### src/tacbd_pkg.sv
`default_nettype none
package tacbd_pkg;
   // Command byte field positions
   localparam int CMD_BITS = 8;
   localparam int START_POS = 7;
   localparam int CHAN_MSB = 6;
   localparam int CHAN_LSB = 4;
   localparam int RES_POS = 3;
   localparam int REF_MODE_POS = 2;
   localparam int REF_ON_POS = 1;
   localparam int KEEP_ON_POS = 0;
   localparam logic [7:0] CMD_RESET = 8'h00;
   // Serial clock counts, measured from the start bit rise as index 0
   localparam logic [4:0] ACQ_RISE = 5'h05;
   localparam logic [4:0] LAST_CMD_RISE = 5'h07;
   localparam logic [4:0] START_GAP_12 = 5'h0F;
   localparam logic [4:0] START_GAP_8 = 5'h0B;
   localparam logic [4:0] CNT_MAX = 5'h1F;
   // Conversion widths
   localparam int RES_12 = 12;
   localparam logic [3:0] BITS_12 = 4'hC;
   localparam logic [3:0] BITS_8 = 4'h8;
   localparam int FIFO_DEPTH = 8;
   // Channel table entry: bit 7 marks a touch measurement, bits 3:0 drive the panel
   localparam int MAP_TOUCH_POS = 7;
   localparam logic [7:0][7:0] CHAN_MAP_DEFAULT = {8'h00, 8'h81, 8'h00, 8'h82, 8'h83, 8'h00, 8'h84, 8'h00};
   typedef enum logic [1:0] {RX_HUNT, RX_CMD, RX_CONV} tacbd_rx_state_t;
endpackage
`default_nettype wire

### src/tacbd_fifo.sv
`timescale 1ns/1ps
`default_nettype none
module tacbd_fifo #(
   parameter int WIDTH = 12,
   parameter int DEPTH = 8
) (
   // Clock and reset
   input wire logic sys_clk,
   input wire logic reset_n,
   input wire logic clkEn,
   // Filling side
   input wire logic [WIDTH-1:0] inData,
   input wire logic inValid,
   output logic inReady,
   // Draining side
   output logic [WIDTH-1:0] outData,
   output logic outValid,
   input wire logic outReady
);
   localparam int AW = (DEPTH > 1) ? $clog2(DEPTH) : 1;
   localparam int CW = $clog2(DEPTH + 1);
   localparam logic [CW-1:0] FULL_CNT = CW'(DEPTH);
   localparam logic [AW-1:0] LAST_PTR = AW'(DEPTH - 1);
   logic [WIDTH-1:0] mem [DEPTH];
   logic [AW-1:0] wrPtr_r;
   logic [AW-1:0] rdPtr_r;
   logic [CW-1:0] count_r;
   logic push;
   logic pop;

   // Handshakes; ready is registered so the source sees a clean level
   assign push = inValid & inReady & clkEn;
   assign pop = outValid & outReady & clkEn;
   assign outValid = (count_r != '0);
   assign outData = mem[rdPtr_r];

   // Storage, no reset needed on the data itself
   always_ff @(posedge sys_clk) begin
      if (push) begin
         mem[wrPtr_r] <= inData;
      end
   end

   // Pointers wrap at the depth, which need not be a power of two
   always_ff @(posedge sys_clk) begin
      if (!reset_n) begin
         wrPtr_r <= '0;
         rdPtr_r <= '0;
      end else begin
         if (push) begin
            wrPtr_r <= (wrPtr_r == LAST_PTR) ? '0 : wrPtr_r + 1'b1;
         end
         if (pop) begin
            rdPtr_r <= (rdPtr_r == LAST_PTR) ? '0 : rdPtr_r + 1'b1;
         end
      end
   end

   // Occupancy and ready
   always_ff @(posedge sys_clk) begin
      if (!reset_n) begin
         count_r <= '0;
         inReady <= 1'b1;
      end else if (push && !pop) begin
         count_r <= count_r + 1'b1;
         inReady <= (count_r + 1'b1) != FULL_CNT;
      end else if (pop && !push) begin
         count_r <= count_r - 1'b1;
         inReady <= 1'b1;
      end
   end
endmodule // tacbd_fifo
`default_nettype wire

### src/tacbd_decoder.sv
`timescale 1ns/1ps
`default_nettype none
module tacbd_decoder #(
   parameter logic [7:0][7:0] CHAN_MAP = tacbd_pkg::CHAN_MAP_DEFAULT,
   parameter int RES_WIDTH = tacbd_pkg::RES_12,
   parameter int DEPTH = tacbd_pkg::FIFO_DEPTH
) (
   // Clock, reset and enable
   input wire logic sys_clk,
   input wire logic reset_n,
   input wire logic clkEn,
   // Serial pins
   input wire logic chipSelectN,
   input wire logic serial_clock,
   input wire logic serialDataIn,
   output logic serialDataOut,
   output logic serialDataOutEnN,
   output logic busy,
   output logic busyEnN,
   // Touch detect
   output logic touch_detect_irq_n,
   input wire logic xPlusLevel,
   output logic xPlusPullupOn,
   output logic yMinusGndOn,
   // Analog routing
   output logic [3:0] panelDrivers,
   output logic [2:0] muxChannel,
   output logic refModeSingle,
   // Power control
   output logic refPowerOn,
   output logic adcPowerOn,
   // Converter core
   output logic adcSampleReq,
   output logic adcEightBit,
   input wire logic [RES_WIDTH-1:0] adcResult,
   input wire logic adcResultValid,
   output logic adcResultReady
);
   // Pin synchronisers and edge history
   logic [1:0] sclkSync_r;
   logic [1:0] csSync_r;
   logic [1:0] dinSync_r;
   logic [1:0] xpSync_r;
   logic sclkPrev_r;
   // Command receiver
   tacbd_pkg::tacbd_rx_state_t rxState_r;
   logic [4:0] rxCnt_r;
   logic [4:0] rxCntNxt;
   logic [7:0] rxShift_r;
   logic [7:0] rxNxt;
   logic [7:0] cmd_r;
   logic [2:0] chan_r;
   logic refSingle_r;
   // Conversion sequencing
   logic convPend_r;
   logic loadPend_r;
   logic acqPhase_r;
   logic measActive_r;
   logic penArm_r;
   logic [RES_WIDTH-1:0] outShift_r;
   logic [3:0] outRem_r;
   // Events
   logic csLost;
   logic sclkRise;
   logic sclkFall;
   logic din;
   logic startSeen;
   logic acquire;
   logic cmdDone;
   logic endConv;
   logic newCmdOwns;
   logic [4:0] startGap;
   logic fifoValid;
   logic fifoPop;
   logic [RES_WIDTH-1:0] fifoData;

   // Channel table entry for a channel code
   function automatic logic [7:0] mapEntry(input logic [2:0] ch);
      mapEntry = CHAN_MAP[ch];
   endfunction

   // Whether a channel code is one of the touch panel measurements
   function automatic logic isTouch(input logic [2:0] ch);
      logic [7:0] e;
      e = mapEntry(ch);
      isTouch = e[tacbd_pkg::MAP_TOUCH_POS];
   endfunction

   // Two flip-flops on every pin; the first stage feeds nothing but the second
   always_ff @(posedge sys_clk) begin
      if (!reset_n) begin
         sclkSync_r <= 2'h0;
         csSync_r <= 2'h3;
         dinSync_r <= 2'h0;
         xpSync_r <= 2'h3;
      end else if (clkEn) begin
         sclkSync_r <= {sclkSync_r[0], serial_clock};
         csSync_r <= {csSync_r[0], chipSelectN};
         dinSync_r <= {dinSync_r[0], serialDataIn};
         xpSync_r <= {xpSync_r[0], xPlusLevel};
      end
   end

   // Serial clock history for edge detection
   always_ff @(posedge sys_clk) begin
      if (!reset_n) begin
         sclkPrev_r <= 1'b0;
      end else if (clkEn) begin
         sclkPrev_r <= sclkSync_r[1];
      end
   end

   // Edges count only while selected; clock activity with select high is ignored
   assign csLost = csSync_r[1];
   assign din = dinSync_r[1];
   assign sclkRise = clkEn & ~csLost & sclkSync_r[1] & ~sclkPrev_r;
   assign sclkFall = clkEn & ~csLost & ~sclkSync_r[1] & sclkPrev_r;
   assign rxNxt = {rxShift_r[6:0], din};
   assign rxCntNxt = (rxCnt_r == tacbd_pkg::CNT_MAX) ? rxCnt_r : rxCnt_r + 5'h01;

   // Earliest overlapped start follows the resolution of the running conversion
   assign startGap = cmd_r[tacbd_pkg::RES_POS] ? tacbd_pkg::START_GAP_8 : tacbd_pkg::START_GAP_12;

   // Receiver events
   assign startSeen = sclkRise & din & ((rxState_r == tacbd_pkg::RX_HUNT) ||
      ((rxState_r == tacbd_pkg::RX_CONV) && (rxCntNxt >= startGap - 5'h01)));
   assign acquire = sclkRise & (rxState_r == tacbd_pkg::RX_CMD) & (rxCntNxt == tacbd_pkg::ACQ_RISE);
   assign cmdDone = sclkRise & (rxState_r == tacbd_pkg::RX_CMD) & (rxCntNxt == tacbd_pkg::LAST_CMD_RISE);

   // End of conversion is the fall that follows result bit 1
   assign endConv = sclkFall & (outRem_r == 4'h1);
   assign newCmdOwns = (rxState_r == tacbd_pkg::RX_CMD) && (rxCnt_r >= tacbd_pkg::ACQ_RISE);

   // Command receiver state; select high throws away a partial byte
   always_ff @(posedge sys_clk) begin
      if (!reset_n) begin
         rxState_r <= tacbd_pkg::RX_HUNT;
         rxCnt_r <= 5'h00;
         rxShift_r <= 8'h00;
      end else if (clkEn) begin
         if (csLost) begin
            rxState_r <= tacbd_pkg::RX_HUNT;
            rxCnt_r <= 5'h00;
         end else if (startSeen) begin
            rxState_r <= tacbd_pkg::RX_CMD;
            rxCnt_r <= 5'h00;
            rxShift_r <= 8'h01;
         end else if (sclkRise) begin
            case (rxState_r)
               tacbd_pkg::RX_CMD: begin
                  rxShift_r <= rxNxt;
                  rxCnt_r <= rxCntNxt;
                  if (cmdDone) begin
                     rxState_r <= tacbd_pkg::RX_CONV;
                  end
               end
               tacbd_pkg::RX_CONV: begin
                  rxCnt_r <= rxCntNxt;
               end
               default: begin
                  rxCnt_r <= 5'h00;
               end
            endcase
         end
      end
   end

   // Routing fields are taken as soon as the reference bit is in
   always_ff @(posedge sys_clk) begin
      if (!reset_n) begin
         chan_r <= 3'h0;
         refSingle_r <= 1'b0;
      end else if (acquire) begin
         chan_r <= rxNxt[tacbd_pkg::CHAN_MSB-2:tacbd_pkg::CHAN_LSB-2];
         refSingle_r <= rxNxt[tacbd_pkg::REF_MODE_POS-2];
      end
   end

   // Whole command held from its last bit; resolution and converter power apply from here
   always_ff @(posedge sys_clk) begin
      if (!reset_n) begin
         cmd_r <= tacbd_pkg::CMD_RESET;
      end else if (cmdDone) begin
         cmd_r <= rxNxt;
      end
   end

   // Sample and busy sequencing; select high abandons the conversion
   always_ff @(posedge sys_clk) begin
      if (!reset_n) begin
         convPend_r <= 1'b0;
         loadPend_r <= 1'b0;
         acqPhase_r <= 1'b0;
         busy <= 1'b0;
         adcSampleReq <= 1'b0;
      end else if (clkEn) begin
         adcSampleReq <= 1'b0;
         if (csLost) begin
            convPend_r <= 1'b0;
            loadPend_r <= 1'b0;
            acqPhase_r <= 1'b0;
            busy <= 1'b0;
         end else begin
            if (acquire) begin
               acqPhase_r <= 1'b1;
            end
            if (cmdDone) begin
               convPend_r <= 1'b1;
            end else if (sclkFall && convPend_r) begin
               convPend_r <= 1'b0;
               loadPend_r <= 1'b1;
               acqPhase_r <= 1'b0;
               busy <= 1'b1;
               adcSampleReq <= 1'b1;
            end else if (sclkFall && loadPend_r) begin
               loadPend_r <= 1'b0;
               busy <= 1'b0;
            end
         end
      end
   end

   // Reference power follows the command only at the busy rise, never on deselect
   always_ff @(posedge sys_clk) begin
      if (!reset_n) begin
         refPowerOn <= 1'b0;
      end else if (sclkFall && convPend_r) begin
         refPowerOn <= cmd_r[tacbd_pkg::REF_ON_POS];
      end
   end

   // Result words wait here so a slow serial reader back-pressures the core
   assign fifoPop = sclkFall & loadPend_r;
   tacbd_fifo #(
      .WIDTH(RES_WIDTH),
      .DEPTH(DEPTH)
   ) u_fifo (
      .sys_clk(sys_clk),
      .reset_n(reset_n),
      .clkEn(clkEn),
      .inData(adcResult),
      .inValid(adcResultValid),
      .inReady(adcResultReady),
      .outData(fifoData),
      .outValid(fifoValid),
      .outReady(fifoPop)
   );

   // Result shifter; an empty buffer reads as zeros rather than stalling the pins
   always_ff @(posedge sys_clk) begin
      if (!reset_n) begin
         outShift_r <= '0;
         outRem_r <= 4'h0;
         serialDataOut <= 1'b0;
      end else if (clkEn) begin
         if (csLost) begin
            outRem_r <= 4'h0;
            serialDataOut <= 1'b0;
         end else if (fifoPop) begin
            outShift_r <= fifoValid ? {fifoData[RES_WIDTH-2:0], 1'b0} : '0;
            outRem_r <= (cmd_r[tacbd_pkg::RES_POS] ? tacbd_pkg::BITS_8 : tacbd_pkg::BITS_12) - 4'h1;
            serialDataOut <= fifoValid & fifoData[RES_WIDTH-1];
         end else if (sclkFall) begin
            if (outRem_r != 4'h0) begin
               serialDataOut <= outShift_r[RES_WIDTH-1];
               outShift_r <= {outShift_r[RES_WIDTH-2:0], 1'b0};
               outRem_r <= outRem_r - 4'h1;
            end else begin
               serialDataOut <= 1'b0;
            end
         end
      end
   end

   // Measurement window from acquisition to end of conversion; an overlapped
   // command that is already acquiring keeps the window open
   always_ff @(posedge sys_clk) begin
      if (!reset_n) begin
         measActive_r <= 1'b0;
      end else if (clkEn) begin
         if (csLost) begin
            measActive_r <= 1'b0;
         end else if (acquire) begin
            measActive_r <= 1'b1;
         end else if (endConv && !newCmdOwns) begin
            measActive_r <= 1'b0;
         end
      end
   end

   // Touch detect arming: a keep-on command disarms, end of a conversion without keep-on re-arms
   always_ff @(posedge sys_clk) begin
      if (!reset_n) begin
         penArm_r <= 1'b1;
      end else if (clkEn) begin
         if (cmdDone && rxNxt[tacbd_pkg::KEEP_ON_POS]) begin
            penArm_r <= 1'b0;
         end else if (endConv && !cmd_r[tacbd_pkg::KEEP_ON_POS]) begin
            penArm_r <= 1'b1;
         end
      end
   end

   // Interrupt pin: forced during measurements, otherwise the panel sense level while armed and high when disarmed
   always_ff @(posedge sys_clk) begin
      if (!reset_n) begin
         touch_detect_irq_n <= 1'b1;
      end else if (clkEn) begin
         if (measActive_r) begin
            touch_detect_irq_n <= !isTouch(chan_r);
         end else if (penArm_r) begin
            touch_detect_irq_n <= xpSync_r[1];
         end else begin
            touch_detect_irq_n <= 1'b1;
         end
      end
   end

   // Panel switches; drivers stay on through conversion only when ratiometric
   always_ff @(posedge sys_clk) begin
      if (!reset_n) begin
         xPlusPullupOn <= 1'b1;
         yMinusGndOn <= 1'b1;
         panelDrivers <= 4'h0;
      end else if (clkEn) begin
         xPlusPullupOn <= penArm_r && !(measActive_r && isTouch(chan_r));
         yMinusGndOn <= penArm_r && !measActive_r;
         if (measActive_r && (acqPhase_r || !refSingle_r)) begin
            panelDrivers <= 4'(mapEntry(chan_r));
         end else begin
            panelDrivers <= 4'h0;
         end
      end
   end

   // Routing, converter power and pin enables
   always_ff @(posedge sys_clk) begin
      if (!reset_n) begin
         muxChannel <= 3'h0;
         refModeSingle <= 1'b0;
         adcPowerOn <= 1'b0;
         adcEightBit <= 1'b0;
         serialDataOutEnN <= 1'b1;
         busyEnN <= 1'b1;
      end else if (clkEn) begin
         muxChannel <= chan_r;
         refModeSingle <= refSingle_r;
         adcPowerOn <= measActive_r || cmd_r[tacbd_pkg::KEEP_ON_POS];
         adcEightBit <= cmd_r[tacbd_pkg::RES_POS];
         serialDataOutEnN <= csSync_r[1];
         busyEnN <= csSync_r[1];
      end
   end
endmodule // tacbd_decoder
`default_nettype wire

### config.mk
export PLATFORM = sky130hd
export DESIGN_NAME = tacbd_decoder
export DESIGN_NICKNAME = d
export VERILOG_FILES = /design/src/tacbd_pkg.sv /design/src/tacbd_fifo.sv /design/src/tacbd_decoder.sv
export SDC_FILE = /design/constraint.sdc
export NUM_CORES = 1
export LEC_CHECK = 0
export ABC_AREA = 1
export BUFFER_PORTS_ARGS = -buffer_cell sky130_fd_sc_hd__buf_2
export CAP_MARGIN = 20
export CORE_ASPECT_RATIO = 0.7
export CORE_UTILIZATION = 61
export CTS_CLUSTER_DIAMETER = 120
export CTS_CLUSTER_SIZE = 28
export DETAILED_ROUTE_END_ITERATION = 16
export PLACE_DENSITY = 0.79
export SLEW_MARGIN = 5
export SYNTH_ARGS = -nofsm -noshare
export SYNTH_HDL_FRONTEND = slang
export SYNTH_SLANG_ARGS = --single-unit
### constraint.sdc
create_clock -name sys_clk -period 3.8 [get_ports sys_clk]
set_clock_uncertainty 0.05 [all_clocks]
set_input_delay 0 -clock sys_clk [delete_from_list [all_inputs] [get_ports sys_clk]]
set_output_delay 0 -clock sys_clk [all_outputs]
set_load 0.01 [all_outputs]
==> flow_metrics.env <==
export IMPL_crit_fanout=11
export IMPL_ys_types=48
export IMPL_rsz0062_at_grt="no"
export IMPL_synth_ff_type="edfxtp_1"
export IMPL_cts_buffers=17
export IMPL_multi_input_area_um2=2440
export IMPL_min_period_ps=2740
export IMPL_met2_length_um=7550
export IMPL_grt_pass1_vias=5159
export IMPL_route_detailed_drc=0
export IMPL_setup_tns_ps=0
export IMPL_critPathArrivalTime_ps=3030
export IMPL_final_cell_mix="edfxtp_1, nor2_1, dfxtp_1"
export IMPL_slew_headroom_pct=36.4
export IMPL_cap_violations=0
export IMPL_hold_violations=0
export IMPL_fin_crit_sh_pct=72.0
export IMPL_switching_power_uw=889
export IMPL_worstSetupPathType="reg -> reg"
export IMPL_drt_met1_wl_um=7710
export IMPL_hp_class="in -> reg"
export IMPL_fillers=818
export IMPL_setup_violations_final=0
export IMPL_layout_commonest_cell="edfxtp_1"
export IMPL_cts_buffer_depth=2
export IMPL_p_leak_uw=0.00320
export IMPL_yosys_warnings=0
export IMPL_antenna_found_initial=0
export IMPL_cts_tree="done"
export IMPL_p_clk_share_pct=42.4
export IMPL_yosys_register_bits=177
export IMPL_cts_htree_levels=4
export IMPL_die_h_um=93.8
export IMPL_preCtsSetupSlack_ps=1210
export IMPL_postSynthCellCount=708
export IMPL_area_growth_pct=15.0
export IMPL_drt_wl_total_um=16500
export IMPL_grt_max_degree=49
export IMPL_async_flop_share_pct=0
export IMPL_dr_total_vias=5448
export IMPL_syn_area_per_cell_um2=10.4
export IMPL_dr_pass1_iters=5
export IMPL_grt_use_total_pct=28.1
export IMPL_placed_cell_area_um2=7680
export IMPL_clk_pin_slew_ps=60
export IMPL_fmax_mhz=365
export IMPL_hpwl_um=10200
export IMPL_holdWs_ps=271
export IMPL_synth_nets=746
export IMPL_p_int_uw=3080
export IMPL_diodes=0
export IMPL_layout_setup_ws_ps=1060
export IMPL_grt_pass1_wl_um=26400
export IMPL_design_area_um2=8450
export IMPL_fp_dieW_um=133
export IMPL_drv_slew=0
export IMPL_synth_edf_count=96
export IMPL_core_area_um2=11700
export IMPL_routed_wl_met3_um=1140
export IMPL_io_buffer_count=38
export IMPL_ant_nets=0
export IMPL_post_place_cells=881
export IMPL_num_rows=33
export IMPL_powerDensity_nw_per_um2=470
export IMPL_gp_congestion=0.830
export IMPL_drive_gt1_share_pct=13.8
export IMPL_wl_per_cell_um=17.7
export IMPL_io_pins=40
export IMPL_cp_required_ps=4100
export IMPL_max_slew_worst_pin_slew_ps=952
export IMPL_layout_nets=800
export IMPL_worstSetupStartpointType="register"
export IMPL_seq_area_um2=4510
export IMPL_vdd_ir_drop_worst_mv=0.355
export IMPL_p_sw_share_pct=22.4
export IMPL_gr_total_overflow=0
export IMPL_clock_sinks=177
export IMPL_pwr_share_comb_pct=5.2
export IMPL_routed_top_layer="met4"
export IMPL_end_kind="register"
export IMPL_clkLatencyLatePin_ps=430
export IMPL_dieArea_um2=12500
export IMPL_layoutNonFillerInstCount=932
export IMPL_status="completed"
export IMPL_root_buffer="clkbuf_16"
export IMPL_initial_core_util_pct=62.7
export IMPL_via_per_inst=5.85
export IMPL_pwr_share_seq_pct=52.4
export IMPL_regToRegSetupSlack_ps=1060
export IMPL_drt_iter0_markers=511
export IMPL_netlist_area_um2=7350
export IMPL_ys_seq_area_share_pct=61.3
export IMPL_postCtsSetupBuffers=0
## worst max-delay path: stages, from the launching register on
cell and delay (ps):
dfxtp_1 450, ha_1 250, nand4_1 230, nand2_1 190, ha_1 260, nand3_1 90, nand2_1 50, nand2_1 50
nand3_1 70, nand2_1 60, nand2_1 50, nand2_1 260, inv_1 110, nor2_1 220, nand2_1 100, a21oi_1 170
## logic make-up (layout without fill, tap and decap cells)
logic type	Yosys count	after routing	share of synthesized area (%)
AND/OR/NAND/NOR	199	199	11.9
AO/OA/AOI/OAI	194	194	15.4
flip-flops	177	177	61.3
buffers and inverters	97	164	5.43
adder cells (fa/ha/maj)	18	18	3.07
multiplexers	13	13	1.77
XOR/XNOR	9	9	1.07
other	1	1	0.0510
## per-layer routing
metal	track usage (%)	vias up
met1	39.7	2611
met3	6.63	13
met4	8.43	0
met5	0	-
li1	-	2601
met2	43.3	223
## cells in the mapped netlist, types with 2 or more instances
master / number / share of area [%]
nand2_1: 65 / 3.3
a21oi_1: 68 / 4.6
ha_1: 18 / 3.1
o21ai_1: 2 / 0.14
buf_4: 4 / 0.41
o22ai_1: 3 / 0.26
o221ai_1: 12 / 1.4
buf_2: 3 / 0.20
mux2i_1: 13 / 1.8
xor2_1: 4 / 0.48
o31ai_1: 2 / 0.20
nand2_4: 3 / 0.46
clkbuf_1: 28 / 1.4
nor2_1: 87 / 4.4
inv_2: 5 / 0.26
xnor2_1: 5 / 0.60
inv_1: 50 / 2.6
nand4_1: 11 / 0.94
dfxtp_1: 81 / 22
clkinv_1: 2 / 0.10
nand3_1: 19 / 1.3
o211ai_1: 11 / 1.1
o32ai_1: 11 / 1.3
edfxtp_1: 96 / 39
nor2_4: 2 / 0.31
o21ai_0: 77 / 5.2
nor3_1: 5 / 0.34
## repair_timing
action | CTS | global route
resized for setup | 0 | 0
hold buffers | 19 | 0
endpoints found under the hold margin | 108 | 0
## final timing paths
kind | from | depth (start not counted) | endpoint
worst max register to register | rxCnt_r[0]$_SDFFE_PN0P_ | 15 | rxShift_r[1]$_SDFFE_PN0P_
worst min-delay path | xPlusLevel | 4 | xpSync_r[0]$_SDFFE_PN1P_
worst max-delay path | rxCnt_r[0]$_SDFFE_PN0P_ | 15 | rxShift_r[1]$_SDFFE_PN0P_
worst min register to register | register | 2 | panelDrivers[1]$_SDFFE_PN0P_
## registers in the layout, indices dropped and copies added (netlist names), 2 cells and up, named ones only
signal          count
u_fifo.count_r      4
chan_r              3
cmd_r               3
sclkSync_r          2
rxCnt_r             5
dinSync_r           2
rxState_r           2
csSync_r            2
panelDrivers        3
u_fifo.wrPtr_r      3
xpSync_r            2
rxShift_r           4
u_fifo.mem         96
muxChannel          3
u_fifo.rdPtr_r      3
outRem_r            4
outShift_r         11
## power groups by stage
stage | registers, uW | clock network, uW | logic, uW
global route | 2090 | 1780 | 228
detailed placement | 2120 | 0 | 184
finish | 2080 | 1690 | 205
CTS | 2080 | 1680 | 202
global placement | 2120 | 0 | 174
floorplan | 2120 | 0 | 119
## cell type report
class / instances / area share, %
clock buffers: 21 / 5.95
multi-input cells: 434 / 28.9
well taps: 157 / 2.32
clock inverters: 11 / 0.874
repair buffers: 72 / 5.83
inverters: 60 / 2.77
flip-flops and latches: 177 / 53.3
## per-stage QoR
stage          power [uW]  util (%)
2_1_floorplan        2240         -
3_3_place_gp         2290      65.5
3_5_place_dp         2310      65.5
4_1_cts              3960      72.1
5_1_grt              4090      72.1
6_report             3970      72.1
No activity file was read; power rests on OpenSTA's default activity.
